### src/isabc_regs.svh
`ifndef ISABC_REGS_SVH
`define ISABC_REGS_SVH

// Divisor choices for the bus clock strap
`define ISABC_DIV_STRAP_HI      3'h3
`define ISABC_DIV_STRAP_LO      3'h4
// Cycle lengths in bus clocks
`define ISABC_LEN_MEM16         4'h3
`define ISABC_LEN_MEM16_ZWS     4'h2
`define ISABC_LEN_IO16          4'h3
`define ISABC_LEN_B8            4'h6
`define ISABC_LEN_B8_ZWS        4'h3
`define ISABC_LEN_REFRESH       4'h3
// Standard memory window limit, address bits above 19 must be zero
`define ISABC_STD_MEM_TOP_BIT   5
`define ISABC_PG_SYNC_STAGES    2

`endif

### src/isabc_pkg.sv
package isabc_pkg;

    typedef enum logic [1:0] {
        ISABC_CMD_MEM_RD = 2'h0,
        ISABC_CMD_MEM_WR = 2'h1,
        ISABC_CMD_IO_RD  = 2'h2,
        ISABC_CMD_IO_WR  = 2'h3
    } isabc_cmd_t;

    typedef enum logic [1:0] {
        ISABC_SRC_CPU     = 2'h0,
        ISABC_SRC_DMA     = 2'h1,
        ISABC_SRC_REFRESH = 2'h2
    } isabc_src_t;

    typedef enum logic [5:0] {
        ISABC_ST_IDLE  = 6'h01,
        ISABC_ST_ADDR  = 6'h02,
        ISABC_ST_CMD   = 6'h04,
        ISABC_ST_WAIT  = 6'h08,
        ISABC_ST_END   = 6'h10,
        ISABC_ST_DONE  = 6'h20
    } isabc_state_t;

endpackage

### src/isabc_skid_buf.sv
`timescale 1ns/100ps
`default_nettype none

// Two-entry buffer: holds a word while the receiver stalls
module isabc_skid_buf #(
    parameter int WIDTH = 16
) (
    // Clock and reset
    input  wire logic             sys_clk,
    input  wire logic             sys_rst,
    input  wire logic             clk_en,
    // Fill side
    input  wire logic             in_valid,
    output logic                  in_ready,
    input  wire logic [WIDTH-1:0] in_data,
    // Drain side
    output logic                  out_valid,
    input  wire logic             out_ready,
    output logic      [WIDTH-1:0] out_data
);
    logic [WIDTH-1:0] mem_reg [2];
    logic             wr_ptr_reg;
    logic             rd_ptr_reg;
    logic [1:0]       count_reg;
    logic             push;
    logic             pop;

    assign in_ready  = (count_reg != 2'h2);
    assign out_valid = (count_reg != 2'h0);
    assign out_data  = mem_reg[rd_ptr_reg];
    assign push      = clk_en && in_valid && in_ready;
    assign pop       = clk_en && out_valid && out_ready;

    always_ff @(posedge sys_clk) begin
        if (push) begin
            mem_reg[wr_ptr_reg] <= in_data;
        end
    end

    always_ff @(posedge sys_clk) begin
        if (sys_rst) begin
            wr_ptr_reg <= 1'b0;
            rd_ptr_reg <= 1'b0;
            count_reg  <= 2'h0;
        end else begin
            if (push) begin
                wr_ptr_reg <= ~wr_ptr_reg;
            end
            if (pop) begin
                rd_ptr_reg <= ~rd_ptr_reg;
            end
            if (push && !pop) begin
                count_reg <= count_reg + 2'h1;
            end else if (pop && !push) begin
                count_reg <= count_reg - 2'h1;
            end
        end
    end

    no_overflow_a: assert property (@(posedge sys_clk) disable iff (sys_rst)
        count_reg <= 2'h2)
        else $error("buffer count above two");

endmodule // isabc_skid_buf

`default_nettype wire

### src/isabc_cycle.sv
`timescale 1ns/100ps
`default_nettype none
`include "isabc_regs.svh"

module isabc_cycle
    import isabc_pkg::*;
(
    // Clock, enable, reset
    input  wire logic        sys_clk,
    input  wire logic        sys_rst,
    input  wire logic        clk_en,
    // Power good and straps
    input  wire logic        power_good_input,
    input  wire logic        ext_dma_strap_en,
    input  wire logic        tc_strap_in,
    // Request from the bridge core
    input  wire logic        req_valid,
    output logic             req_ready,
    input  wire isabc_cmd_t  req_cmd,
    input  wire isabc_src_t  req_src,
    input  wire logic [23:0] req_addr,
    input  wire logic [1:0]  req_byte_en,
    input  wire logic [15:0] req_wdata,
    // Read data toward the bridge core
    output logic             rsp_valid,
    input  wire logic        rsp_ready,
    output logic      [15:0] rsp_rdata,
    // External ISA master owns the bus
    input  wire logic        ext_master_dram,
    input  wire logic        ext_master_ready,
    // Error reporting
    input  wire logic        nmi_chk_enable,
    output logic             nmi_out,
    // Bus clock pin
    input  wire logic        sysclk_in,
    output logic             sysclk_out,
    output logic             sysclk_oe,
    // Address and control pins
    output logic             bale_out,
    output logic             aen_out,
    output logic             aen_oe,
    output logic      [19:0] sa_out,
    output logic      [23:17] la_out,
    output logic             addr_oe,
    output logic             sbhe_n_out,
    output logic             refresh_n_out,
    // Commands
    output logic             memr_n_out,
    output logic             memw_n_out,
    output logic             smemr_n_out,
    output logic             smemw_n_out,
    output logic             ior_n_out,
    output logic             iow_n_out,
    output logic             cmd_oe,
    // Slave responses
    input  wire logic        iochrdy_in,
    output logic             iochrdy_out,
    output logic             iochrdy_oe,
    input  wire logic        iocs16_n_in,
    input  wire logic        zerows_n_in,
    input  wire logic        iochk_n_in,
    output logic             memcs16_n_out,
    output logic             memcs16_n_oe,
    // Data lanes
    input  wire logic [15:0] sd_in,
    output logic      [15:0] sd_out,
    output logic             sd_oe
);
    // Synchronisers for power good, the bus clock, the tc strap and the slave pin inputs
    logic [1:0] pg_s, clk_s, tc_s, rdy_s, cs16_s, zws_s, chk_s;
    logic [15:0] sd_s1_reg, sd_s2_reg;

    always_ff @(posedge sys_clk) begin
        if (sys_rst) begin
            pg_s   <= 2'h0;
            clk_s  <= 2'h0;
            tc_s   <= 2'h3;
            rdy_s  <= 2'h3;
            cs16_s <= 2'h3;
            zws_s  <= 2'h3;
            chk_s  <= 2'h3;
        end else if (clk_en) begin
            pg_s   <= {pg_s[0], power_good_input};
            clk_s  <= {clk_s[0], sysclk_in};
            tc_s   <= {tc_s[0], tc_strap_in};
            rdy_s  <= {rdy_s[0], iochrdy_in};
            cs16_s <= {cs16_s[0], iocs16_n_in};
            zws_s  <= {zws_s[0], zerows_n_in};
            chk_s  <= {chk_s[0], iochk_n_in};
        end
    end

    always_ff @(posedge sys_clk) begin
        if (clk_en) begin
            sd_s1_reg <= sd_in;
            sd_s2_reg <= sd_s1_reg;
        end
    end

    logic pg_q, pg_d_reg;
    assign pg_q = pg_s[1];

    // Straps caught on the rising edge of power good
    logic [2:0] div_reg;
    logic       ext_dma_reg;
    always_ff @(posedge sys_clk) begin
        if (sys_rst) begin
            pg_d_reg    <= 1'b0;
            div_reg     <= `ISABC_DIV_STRAP_LO;
            ext_dma_reg <= 1'b0;
        end else if (clk_en) begin
            pg_d_reg <= pg_q;
            if (pg_q && !pg_d_reg) begin
                div_reg     <= clk_s[1] ? `ISABC_DIV_STRAP_HI
                                        : `ISABC_DIV_STRAP_LO;
                ext_dma_reg <= ext_dma_strap_en && !tc_s[1];
            end
        end
    end

    // Bus clock divider
    logic [2:0] div_cnt_reg;
    logic       sclk_reg;
    logic       sclk_rise;
    assign sclk_rise = clk_en && pg_q && (div_cnt_reg == 3'h0);
    always_ff @(posedge sys_clk) begin
        if (sys_rst || !pg_q) begin
            div_cnt_reg <= 3'h0;
            sclk_reg    <= 1'b0;
        end else if (clk_en) begin
            div_cnt_reg <= (div_cnt_reg == div_reg - 3'h1) ? 3'h0
                                                         : div_cnt_reg + 3'h1;
            sclk_reg <= (div_cnt_reg < (div_reg >> 1));
        end
    end
    assign sysclk_out = sclk_reg;
    assign sysclk_oe  = pg_q;

    // Cycle sequencer, address and wait phases advance on bus clock rises
    isabc_state_t state_reg;
    isabc_cmd_t   cmd_reg;
    isabc_src_t   src_reg;
    logic [23:0]  addr_reg;
    logic [1:0]   be_reg;
    logic [15:0]  wdata_reg;
    logic [3:0]   len_reg;
    logic [3:0]   cnt_reg;
    logic         wide_reg;
    logic         rd_ready;
    logic         is_mem, is_io, is_ref, is_rd;

    assign is_ref = (src_reg == ISABC_SRC_REFRESH);
    assign is_mem = !cmd_reg[1] || is_ref;
    assign is_io  = cmd_reg[1] && !is_ref;
    assign is_rd  = !cmd_reg[0] || is_ref;
    assign req_ready = (state_reg == ISABC_ST_IDLE) && pg_q
                       && !ext_master_dram;

    always_ff @(posedge sys_clk) begin
        if (sys_rst) begin
            state_reg <= ISABC_ST_IDLE;
            cmd_reg   <= ISABC_CMD_MEM_RD;
            src_reg   <= ISABC_SRC_CPU;
            addr_reg  <= 24'h000000;
            be_reg    <= 2'h0;
            wdata_reg <= 16'h0000;
            len_reg   <= 4'h0;
            cnt_reg   <= 4'h0;
            wide_reg  <= 1'b0;
        end else if (clk_en) begin
            unique case (state_reg)
                ISABC_ST_IDLE: begin
                    if (req_valid && req_ready) begin
                        cmd_reg   <= req_cmd;
                        src_reg   <= req_src;
                        addr_reg  <= req_addr;
                        be_reg    <= req_byte_en;
                        wdata_reg <= req_wdata;
                        state_reg <= ISABC_ST_ADDR;
                    end
                end
                ISABC_ST_ADDR: begin
                    if (sclk_rise) begin
                        cnt_reg   <= 4'h1;
                        state_reg <= ISABC_ST_CMD;
                    end
                end
                ISABC_ST_CMD: begin
                    // Width decided once command is out
                    wide_reg <= is_io ? !cs16_s[1]
                                      : (be_reg[1] && !is_ref);
                    if (is_ref) begin
                        len_reg <= `ISABC_LEN_REFRESH;
                    end else if (is_io && !cs16_s[1]) begin
                        len_reg <= `ISABC_LEN_IO16;
                    end else if (be_reg[1]) begin
                        len_reg <= `ISABC_LEN_MEM16;
                    end else begin
                        len_reg <= `ISABC_LEN_B8;
                    end
                    state_reg <= ISABC_ST_WAIT;
                end
                ISABC_ST_WAIT: begin
                    if (sclk_rise) begin
                        cnt_reg <= cnt_reg + 4'h1;
                        if (!zws_s[1] && !is_ref && !(is_io && wide_reg)
                            && cnt_reg + 4'h1 >= (wide_reg
                                ? `ISABC_LEN_MEM16_ZWS
                                : `ISABC_LEN_B8_ZWS)) begin
                            state_reg <= ISABC_ST_END;
                        end else if (cnt_reg + 4'h1 >= len_reg
                                     && rdy_s[1]) begin
                            state_reg <= ISABC_ST_END;
                        end
                    end
                end
                ISABC_ST_END: begin
                    if (rd_ready) begin
                        state_reg <= ISABC_ST_DONE;
                    end
                end
                ISABC_ST_DONE: begin
                    state_reg <= ISABC_ST_IDLE;
                end
                default: state_reg <= ISABC_ST_IDLE;
            endcase
        end
    end

    // Read data buffered toward the core
    logic buf_in_ready;
    logic read_end;
    assign read_end = (state_reg == ISABC_ST_END) && is_rd && !is_ref;
    assign rd_ready = !read_end || buf_in_ready;

    isabc_skid_buf #(
        .WIDTH (16)
    ) u_rd_buf (
        .sys_clk   (sys_clk),
        .sys_rst   (sys_rst),
        .clk_en    (clk_en),
        .in_valid  (read_end),
        .in_ready  (buf_in_ready),
        .in_data   (wide_reg ? sd_s2_reg
                             : {8'h00, be_reg[1] ? sd_s2_reg[15:8]
                                                 : sd_s2_reg[7:0]}),
        .out_valid (rsp_valid),
        .out_ready (rsp_ready),
        .out_data  (rsp_rdata)
    );

    // Pin drive
    logic active, cmd_on, std_ok;
    logic smemr_reg, smemw_reg;
    assign active = (state_reg != ISABC_ST_IDLE) && !ext_master_dram;
    assign cmd_on = (state_reg == ISABC_ST_CMD) || (state_reg == ISABC_ST_WAIT);
    assign std_ok = (addr_reg[23:20] == 4'h0) || is_ref;

    assign bale_out = (state_reg == ISABC_ST_ADDR);
    assign aen_out  = active && (src_reg != ISABC_SRC_CPU);
    assign aen_oe   = !ext_dma_reg;
    assign sa_out   = is_io ? {4'h0, addr_reg[15:0]} : addr_reg[19:0];
    assign la_out   = addr_reg[23:17];
    assign addr_oe  = active;
    assign sbhe_n_out    = !(active && be_reg[1] && !is_ref);
    assign refresh_n_out = !(active && is_ref);
    assign memr_n_out = !(cmd_on && is_mem && is_rd);
    assign memw_n_out = !(cmd_on && is_mem && !is_rd);
    assign ior_n_out  = !(cmd_on && is_io && is_rd);
    assign iow_n_out  = !(cmd_on && is_io && !is_rd);
    assign cmd_oe     = active;

    always_ff @(posedge sys_clk) begin
        if (sys_rst) begin
            smemr_reg <= 1'b0;
            smemw_reg <= 1'b0;
        end else if (clk_en) begin
            smemr_reg <= !memr_n_out && std_ok;
            smemw_reg <= !memw_n_out && std_ok;
        end
    end
    assign smemr_n_out = !smemr_reg;
    assign smemw_n_out = !smemw_reg;

    assign iochrdy_out  = ext_master_ready;
    assign iochrdy_oe   = ext_master_dram && !ext_master_ready;
    assign memcs16_n_out = 1'b0;
    assign memcs16_n_oe  = ext_master_dram;
    assign sd_out = wide_reg ? wdata_reg
                  : (be_reg[1] ? {wdata_reg[7:0], 8'h00} : wdata_reg);
    assign sd_oe  = cmd_on && !is_rd && active;

    logic nmi_reg;
    always_ff @(posedge sys_clk) begin
        if (sys_rst) begin
            nmi_reg <= 1'b0;
        end else if (clk_en) begin
            nmi_reg <= !chk_s[1] && nmi_chk_enable;
        end
    end
    assign nmi_out = nmi_reg;

    bale_first_a: assert property (@(posedge sys_clk) disable iff (sys_rst)
        $fell(memr_n_out) |-> $past(bale_out))
        else $error("command without preceding latch enable");
    aen_dma_a: assert property (@(posedge sys_clk) disable iff (sys_rst)
        (active && src_reg == ISABC_SRC_DMA) |-> aen_out)
        else $error("address enable low in DMA cycle");
    aen_ref_a: assert property (@(posedge sys_clk) disable iff (sys_rst)
        (active && is_ref) |-> (aen_out && !memr_n_out == cmd_on))
        else $error("refresh without address enable");
    clk_float_a: assert property (@(posedge sys_clk) disable iff (sys_rst)
        !pg_q |-> !sysclk_oe)
        else $error("bus clock driven without power good");
    sbhe_ref_a: assert property (@(posedge sys_clk) disable iff (sys_rst)
        !refresh_n_out |-> sbhe_n_out)
        else $error("byte high enable during refresh");
    std_delay_a: assert property (@(posedge sys_clk) disable iff (sys_rst)
        (clk_en && !memr_n_out && std_ok) |=> !smemr_n_out)
        else $error("standard read not a delayed copy");
    rdy_wait_a: assert property (@(posedge sys_clk) disable iff (sys_rst)
        (state_reg == ISABC_ST_WAIT && zws_s[1] && !rdy_s[1])
        |=> state_reg != ISABC_ST_END)
        else $error("cycle ended while not ready");
    la_sa_a: assert property (@(posedge sys_clk) disable iff (sys_rst)
        (active && is_mem) |-> sa_out[19:17] == la_out[19:17])
        else $error("latched and unlatched address differ");
    cs16_drv_a: assert property (@(posedge sys_clk) disable iff (sys_rst)
        ext_master_dram |-> (memcs16_n_oe && !memcs16_n_out))
        else $error("memory chip select 16 not pulled low");

    io_cycle_c: cover property (@(posedge sys_clk) !ior_n_out);
    ref_cycle_c: cover property (@(posedge sys_clk) !refresh_n_out);
    wait_cycle_c: cover property (@(posedge sys_clk)
        state_reg == ISABC_ST_WAIT && !rdy_s[1]);
    rsp_stall_c: cover property (@(posedge sys_clk) rsp_valid && !rsp_ready);

endmodule // isabc_cycle

`default_nettype wire

### config.mk
export PLATFORM = sky130hd
export DESIGN_NAME = isabc_cycle
export DESIGN_NICKNAME = d
export VERILOG_FILES = /design/src/isabc_pkg.sv /design/src/isabc_skid_buf.sv /design/src/isabc_cycle.sv
export VERILOG_INCLUDE_DIRS = /design/src /design/src/src
export SDC_FILE = /design/constraint.sdc
export NUM_CORES = 1
export LEC_CHECK = 0
export CORE_MARGIN = 1
export CORE_UTILIZATION = 35
export CTS_CLUSTER_DIAMETER = 40
export DETAILED_ROUTE_END_ITERATION = 7
export DONT_BUFFER_PORTS = 1
export HOLD_SLACK_MARGIN = 0.12
export PLACE_DENSITY = 0.54
export SYNTH_ARGS = -nofsm -noshare
export SYNTH_HDL_FRONTEND = slang
export SYNTH_HIERARCHICAL = 1
export SYNTH_SLANG_ARGS = --single-unit
### constraint.sdc
create_clock -name sys_clk -period 2 [get_ports sys_clk]
set_input_delay 0.3 -clock sys_clk [delete_from_list [all_inputs] [get_ports sys_clk]]
set_output_delay 0.3 -clock sys_clk [all_outputs]
set_load 0.02 [all_outputs]
==> results by stage, run 1 <==
Yosys:
- The compound-cell area share of the yosys netlist is 7.857%.
- The cell area after technology mapping is 6481 um^2.
- The count of distinct cell types in the synthesized netlist is 54.
- During synthesis, Yosys emitted a total of 6 warnings.
- In this run, synthesis inferred 64 flip-flops with an integrated enable.
- Averaged over all synthesized cells, the footprint is 10.59 um^2.
- Synthesis produced 612 cells.
- Of the total synthesized cell area, the portion taken by XOR and XNOR cells is 1.622%.
- The adder and majority gate portion of the synthesized area is 1.931%.
- The proportion of synthesized chip area in sequential cells is 57.14%.
- The post-synthesis share of cell area spent on and, or, nand and nor gates is about 16%.
- The combinational family with the most area after synthesis is simple AND/OR/NAND/NOR gates.
- The multiplexer share of the synthesized area is between 8 and 9%.
- Synthesis produced a netlist with a net count of 700.
- Counting flops and latches in the post-synthesis netlist gives 153.
- Of all flip-flops after synthesis, the portion carrying an async set or reset was 0%.
- For this run, the leading register cell type out of synthesis is sky130_fd_sc_hd__dfxtp_1.

Finish:
- From synthesis to final layout, the design area changed by 31.14%.
- The layout has 1598 filler cells.
- Cells with a size suffix above 1 make up 22.16% of the layout.
- The flip-flop count of the largest register after layout is 32.
- For this run, the post-layout net count is 788.
- The final non-filler cell area is 8499 um^2.
- The multi-input combinational cells in the finished layout cover a total of 2567 um^2.
- The register area is 3712 um^2.
- The number of antenna cells inserted is 0.

Timing:
- In the post-route analysis, the smallest setup slack over all paths is -0.2676 ns.
- Setup repair after global routing could not meet its margin everywhere.
- The time the final worst path needs with I/O delays and setup is 2.268 ns.
- The actual slew at the worst max-slew pin is about 0.63 ns.
- The worst setup skew after layout is about 0.0070 ns.
- The final-report hold violation count is 0.
- The final cycle utilization of the critical path is 113.4%.
- The headroom to the max-slew limit is 57.44%.
- Setup violations remaining at the end of the flow were counted as 10.
- The final number of max-transition violations is 0.
- The highest clock frequency the design can meet is 441.0 MHz.

Run:
- The number of max-capacitance violations reported is 0.

Placement:
- The wire-length estimate of the detail-placed layout is between 9000 and 10000 um.
- Once placement finished, the instance area stood at 6814 um^2.
- The pre-CTS worst setup slack is -0.1138 ns.
- The final weighted congestion in routability-driven placement is between 0.8 and 0.9.
- The port buffer count is 0.

GRT:
- The global-route wire length before repair is approximately 25000 um.
- The largest net degree at the start of global routing is 73.
- The number of antenna violations at the first check in global routing is 0.
- The via count of the first global-routing pass is 4904.
- After global routing the overflow that remains totals 0.
- Global routing used 16.90% of the available tracks across all layers.

Clocking:
- The clock-pin slew reported for the worst setup and hold paths after clock tree synthesis is 0.06 ns.
- The number of sinks handled by clock tree synthesis is 153.
- Counting the buffers created by CTS gives 17.
- The insertion delay of the later-clocked pin in the worst-skew pair is about 0.41 ns.
- In this run the number of H-tree levels came out at 4.
- TritonCTS built the clock tree.
- The tree is rooted in a sky130_fd_sc_hd__clkbuf_16.
- The maximum count of clock buffers along a single path is 2.

Critical path:
- The highest cell delay on the worst timing path is 0.43 ns.
- The standard cell with the maximum stage delay on the critical path is sky130_fd_sc_hd__or3_4.
- By startpoint and endpoint, the worst setup path is classified as register to primary output.
- The largest fanout on the critical path is 3.
- The critical path contains buffers and inverters numbering 0 combined.
- The worst setup path is captured at a primary output.
- On the critical path the largest part of the delay comes from simple AND/OR/NAND/NOR gates.
- The category of the worst setup path launch point is a register.
- For the worst setup path, the data arrival time is 1.97 ns.
- By instance count, the cell type seen most on the critical path is sky130_fd_sc_hd__or3_4.
- Data on the critical path is required at its endpoint by 1.70 ns.
- The critical path goes through or3_4 -> or3_4 -> or3_4.

Routing:
- In this run the remaining antenna-violating nets after routing total 0.
- The via density per instance is 5.003.
- The final routed DRC violation total is 12.
- The average routed wire per standard cell is 16.70 um.
- In this run, the number of DRC markers left after iteration 0 of detailed routing was 203.
- The via total after detailed routing is 4713.
- The wire length reported by the detailed router is approximately 16000 um.
- The number of iterations in the first detailed-routing pass is 7.

Power and ir drop:
- The power density of the placed cells is around 800 nW/um^2.
- The maximum VDD drop is 0.5783 mV.
- The static leakage is 3.077 nW.

Die:
- The area of the placeable core is 18090 um^2.
- The standard-cell row count is 49.
- The die covers 19070 um^2.
- The die extent in y is 138.1 um.
- The horizontal die dimension is roughly 140 um.
- The number of primary I/O pins is 160.
- The initial core utilization is 35.84%.

Min path:
- The class of the tightest hold or removal check is primary input to register.

Status:
- The flow ran to the end, but the final reports show violations.
- The checks that failed: DRC, setup timing.
path summary, 6_finish.rpt:
| kind | start | endpoint | slack, ns | depth (start not counted) |
|---|---|---|---|---|
| max | state_reg[0] | memw_n_out | -0.27 | 3 |
| max reg2reg | state_reg[0] | state_reg[4] | -0.03 | 7 |
| min | sys_rst | wide_reg | 0.16 | 3 |
| min reg2reg | sd_s1_reg[3] | sd_s2_reg[3] | 0.41 | 0 |
worst reg2reg max path, delay by kind of cell, from the launching register on:
kind | cells | cell delay, ns
buffers and inverters | 2 | 0.32
flip-flops | 1 | 0.32
AO/OA/AOI/OAI | 4 | 0.89
AND/OR/NAND/NOR | 1 | 0.39
metal layers:
layer	vias up	global-route usage (%)	wire length (um)
met4	0	5.973	186
met2	151	28.57	7619
met3	12	4.953	928
met5	-	0	0
li1	2281	-	-
met1	2269	20.52	6999
through the flow:
step                hold WS, ns  total power [mW]  std cells  TNS (ns)  util, %
finish                   0.1632             6.961        942    -1.145    46.99
global route             0.1619             7.211        942    -2.060    46.99
CTS                      0.1398             7.039        939    -2.558    46.23
detailed placement       0.3869             3.544        823   -0.5400    37.68
global placement         0.3856             3.539        823   -0.2292    37.68
floorplan                0.3691             3.539        612  -0.06295        -
report_power, final:
group          switching, mW  internal (mW)  total, mW
clock network           1.25           2.04       3.29
logic                  0.148          0.171      0.320
registers             0.0308           3.32       3.35
total                   1.43           5.53       6.96
placed cells by master (no fill, tap or decap), drive strengths merged, types with 6 or more instances in the layout:
cell type	instances
clkbuf	22
dfxtp	89
nor2	20
o21ai	10
xor2	6
edfxtp	64
dlygate4sd3	71
mux2	33
and2	22
xnor2	6
nand2	122
nand3	7
mux2i	20
a21oi	55
buf	57
inv	18
or3	6
nor2b	8
ha	10
nand2b	6
cell usage after synthesis (all sizes together) (2+ instances only):
cell	n	area, um^2
and2	22	137.6
mux2	33	371.6
o21ai	10	50.05
nor2	20	75.07
nor2b	8	50.05
nor4b	2	17.52
buf	35	254.0
dfxtp	89	1782
or3b	2	17.52
and3	3	18.77
a21oi	55	275.3
a211oi	4	30.03
edfxtp	64	1922
a31oi	2	12.51
xnor2	6	52.55
mux2i	20	200.2
o21a	2	15.01
nor4	3	18.77
a22oi	3	22.52
inv	14	52.55
nor3	5	35.03
clkbuf	24	90.09
nand2	122	457.9
nand4	5	31.28
nand3b	3	22.52
nand3	7	35.03
xor2	6	52.55
nand2b	6	45.04
nor3b	4	30.03
or3	6	37.54
ha	10	125.1
layout make-up:
type / instances / area share (%)
flip-flops and latches: 153 / 43.68
repair buffers: 128 / 15.00
inverters: 14 / 0.6183
clock inverters: 10 / 1.663
well taps: 229 / 3.371
multi-input cells: 386 / 30.21
clock buffers: 22 / 5.462
kinds of logic (layout without fill, tap and decap cells):
kind of cell	Yosys count	in the layout
multiplexers	53	53
AND/OR/NAND/NOR	222	222
buffers and inverters	73	174
other	1	1
adder cells (fa/ha/maj)	10	10
AO/OA/AOI/OAI	88	88
XOR/XNOR	12	12
flip-flops	153	153
repair_timing:
action                                  CTS  global route
hold buffers                             73             0
endpoints found under the setup margin   18            64
hold endpoints to repair                130             0
buffers inserted                         11             4
resized for setup                        20            27
pin swaps                                 9             5
No activity file was read; power rests on OpenSTA's default activity.
==> inputs of run 2 (changes only) <==
--- a/config.mk
+++ b/config.mk
@@ -13,6 +13,7 @@
 export DONT_BUFFER_PORTS = 1
 export HOLD_SLACK_MARGIN = 0.12
 export PLACE_DENSITY = 0.54
+export REMOVE_ABC_BUFFERS = 1
 export SYNTH_ARGS = -nofsm -noshare
 export SYNTH_HDL_FRONTEND = slang
 export SYNTH_HIERARCHICAL = 1
==> run 2 against run 1 <==
Effect of this change: the flow still finishes with violations (DRC, setup timing); via count is 0.45% lower; worst hold slack worse by 0.030 ns; non-clock buffer count is 5 higher; wire length is 1.6% lower; sequential share of layout area is 0.20 points lower; total power is 4.4% lower; critical path type unchanged; critical endpoint is now sd_oe; clock power is 9.4% lower; die area stayed put; register-to-register slack worse by 0.06 ns; first-iteration DRC count is 23% higher.
==> results by stage, run 2 (synthesized netlist as in run 1, its figures left out) <==
Critical path:
- For this design, the slowest cell found on the critical path is sky130_fd_sc_hd__or3_4.
- The buffering stage count on the worst path with inverters included is 1.
- STA classifies the critical path startpoint as a register.
- The library cell appearing most often on the critical path is sky130_fd_sc_hd__or3_4.
- At the worst endpoint, the arrival time is 1.97 ns.
- STA puts the critical path data required time at 1.70 ns.
- The highest cell delay on the worst timing path is 0.41 ns.
- The signal on the critical path passes through or3_4 -> or3_4 -> nor4_4 -> buf_4.
- The critical path's top delay family is simple AND/OR/NAND/NOR gates.
- The type of the setup path with the least slack is register to primary output.
- The critical path capture point type is a primary output.
- The largest fanout on the critical path is 3.

Finish:
- After the flow finishes, the layout carries non-filler instances totaling 947.
- The register area is between 3000 and 4000 um^2.
- In the layout the commonest cells are sky130_fd_sc_hd__nand2_1 (119), sky130_fd_sc_hd__dfxtp_1 (85), sky130_fd_sc_hd__dlygate4sd3_1 (70).
- 0 antenna diodes ended up in the layout.
- The register with the most flip-flops in the layout has 32 of them.
- After the last flow step, the layout net total stands at 793.
- The post-route netlist has roughly 22% of its cells at a drive strength greater than 1.
- The library cell used most frequently in the layout, excluding fill and tap cells, is sky130_fd_sc_hd__nand2_1.
- The filler cells instantiated in the layout total 1632.
- The synthesis-to-finish area growth is 31.70%.
- The multi-input gate area in the final layout is 2597 um^2.

Placement:
- Input and output buffers added on the ports amount to 0.
- The count of placed standard cells including taps is 830.
- The pre-CTS worst setup slack is -0.1628 ns.
- The placed wire-length estimate after detailed placement is around 9700 um.
- The congestion estimate from routability-driven global placement came to 0.7736.

GRT:
- The overflow left after global routing is 0.
- The global-route wire length before repair is 24820 um.
- Entering global routing, the biggest net connects between 70 and 80 pins.
- The via count of the first global-routing pass is just under 5000.
- The number of antenna violations at the first check in global routing is 0.
- In the global route stage, overall resource usage came out at 16.58%.

Routing:
- The first detailed-routing pass took 7 iterations.
- The antenna violation net count after detailed routing is 0.
- The via density per instance is 4.955.
- The routed design has about 15000 um of wire.
- The final routed DRC violation total is 10.
- The average routed wire per standard cell is roughly 16 um.
- For this block, the initial DRC count from the detailed router was 250.
- For this block, the via count after detailed routing is 4692.

Power and ir drop:
- Power comes to 6.654 mW.
- The switching part of the total power is 21.83%.
- The combinational power share is 4.9%.
- The portion of total power attributed to sequential cells is 50.4%.
- The total internal power is 5.202 mW.
- Per report_power, the clock group accounts for 44.8% of the total.
- Dividing total power by cell area gives a power density of 779.6 nW/um^2.
- Summed over all nets, the switching power comes to 1.453 mW.
- The static leakage is between 3 and 4 nW.
- The worst-case IR drop observed on VDD is 0.5795 mV.

Timing:
- The time the final worst path needs with I/O delays and setup is 2.270 ns.
- Across the routed clock network, the largest skew measured is approximately 0.009 ns.
- The number of setup violations in the final report is 20.
- The smallest setup slack after layout is -0.2703 ns.
- Setup repair after global routing could not meet its margin everywhere.
- The final-report hold violation count is 0.
- Static timing analysis puts the maximum clock frequency at 440.5 MHz.
- The final number of max-transition violations is 0.
- The headroom to the max-slew limit is 58.77%.
- Dividing the final minimum period by the clock period gives 113.5%.
- At the pin with the least slew margin, the transition time is 0.6108 ns.

Clocking:
- The H-tree depth reported by CTS is 4.
- TritonCTS built the clock tree.
- The insertion delay of the later-clocked pin in the worst-skew pair is 0.42 ns.
- The clock-pin slew reported for the worst setup and hold paths after clock tree synthesis is 0.06 ns.
- CTS saw 153 sinks.
- The number of clock buffers inserted by TritonCTS is 17.
- The clock tree root buffer cell is sky130_fd_sc_hd__clkbuf_16.
- In this run the deepest clock path goes through 2 buffers.

Die:
- The floorplan step defined a core boundary enclosing 18090 um^2.
- From left edge to right edge, the die measures between 100 and 150 um.
- Once the floorplan was initialized, standard cells occupied 35.84% of the core.
- During I/O placement, the number of pins put on the boundary was 160.
- The area of the die is around 19000 um^2.
- The die extent in y is roughly 140 um.
- The floorplan has 49 rows.

Status:
- The final reports fail on DRC, setup timing.
- The run finished, with violations left.

Run:
- The number of max-capacitance violations reported is 0.

Min path:
- The path class of the tightest hold or removal check is primary input to register.
## run 2: cell types whose count changed in the layout (fill, tap and decap cells not counted), sizes merged
cell and delta:
clkbuf -1, buf +5, inv -2, clkinv +4, dlygate4sd3 -1, bufinv -2
clkinvlp +2
## run 2: repair_timing
item	4_1_cts	5_1_grt
hold buffers	72	0
setup endpoints to repair	26	31
gates resized for setup	40	26
hold endpoints to repair	131	0
setup buffers	9	5
cloned	0	1
pin swaps	8	7
## run 2: metrics by stage
stage | utilization (%) | hold WS [ns] | TNS (ns) | cell area (um^2)
finish | 47.19 | 0.1327 | -1.968 | 8536
global placement | 37.86 | 0.3760 | -0.07720 | 6847
floorplan | - | 0.3691 | -20.63 | 6137
global route | 47.19 | 0.1462 | -3.072 | 8536
CTS | 46.34 | 0.1243 | -2.092 | 8382
detailed placement | 37.86 | 0.3776 | -0.4444 | 6847
## run 2: final timing paths
check	startpoint	to	slack, ns	cells after the start
worst min register to register	sd_s1_reg[15]	sd_s2_reg[15]	0.42	0
worst min-delay path	sys_rst	tc_s[1]	0.13	2
worst max-delay path	state_reg[0]	sd_oe	-0.27	4
worst max register to register	state_reg[0]	state_reg[4]	-0.09	8
## run 2: power by group through the flow
stage | logic (mW) | registers [mW] | clock network (mW)
floorplan | 0.0860 | 3.41 | 0
global placement | 0.124 | 3.42 | 0
detailed placement | 0.127 | 3.42 | 0
CTS | 0.314 | 3.35 | 3.06
global route | 0.350 | 3.36 | 3.21
finish | 0.324 | 3.35 | 2.98
## run 2: routing by layer
layer | GRT usage (%) | part of all wire [%] | wire length (um) | up-vias
met3 | 5.507 | 7.4 | 1141 | 26
met2 | 27.79 | 48 | 7439 | 171
met4 | 6.978 | 2.2 | 336 | 0
li1 | - | - | - | 2264
met5 | 0 | 0 | 0 | -
met1 | 19.47 | 42 | 6559 | 2231
## run 2: area by class of cell
class / instances / area share, %
repair buffers: 133 / 15.82
multi-input cells: 386 / 30.43
clock inverters: 12 / 1.187
well taps: 229 / 3.357
inverters: 14 / 0.6157
flip-flops and latches: 153 / 43.48
clock buffers: 20 / 5.116
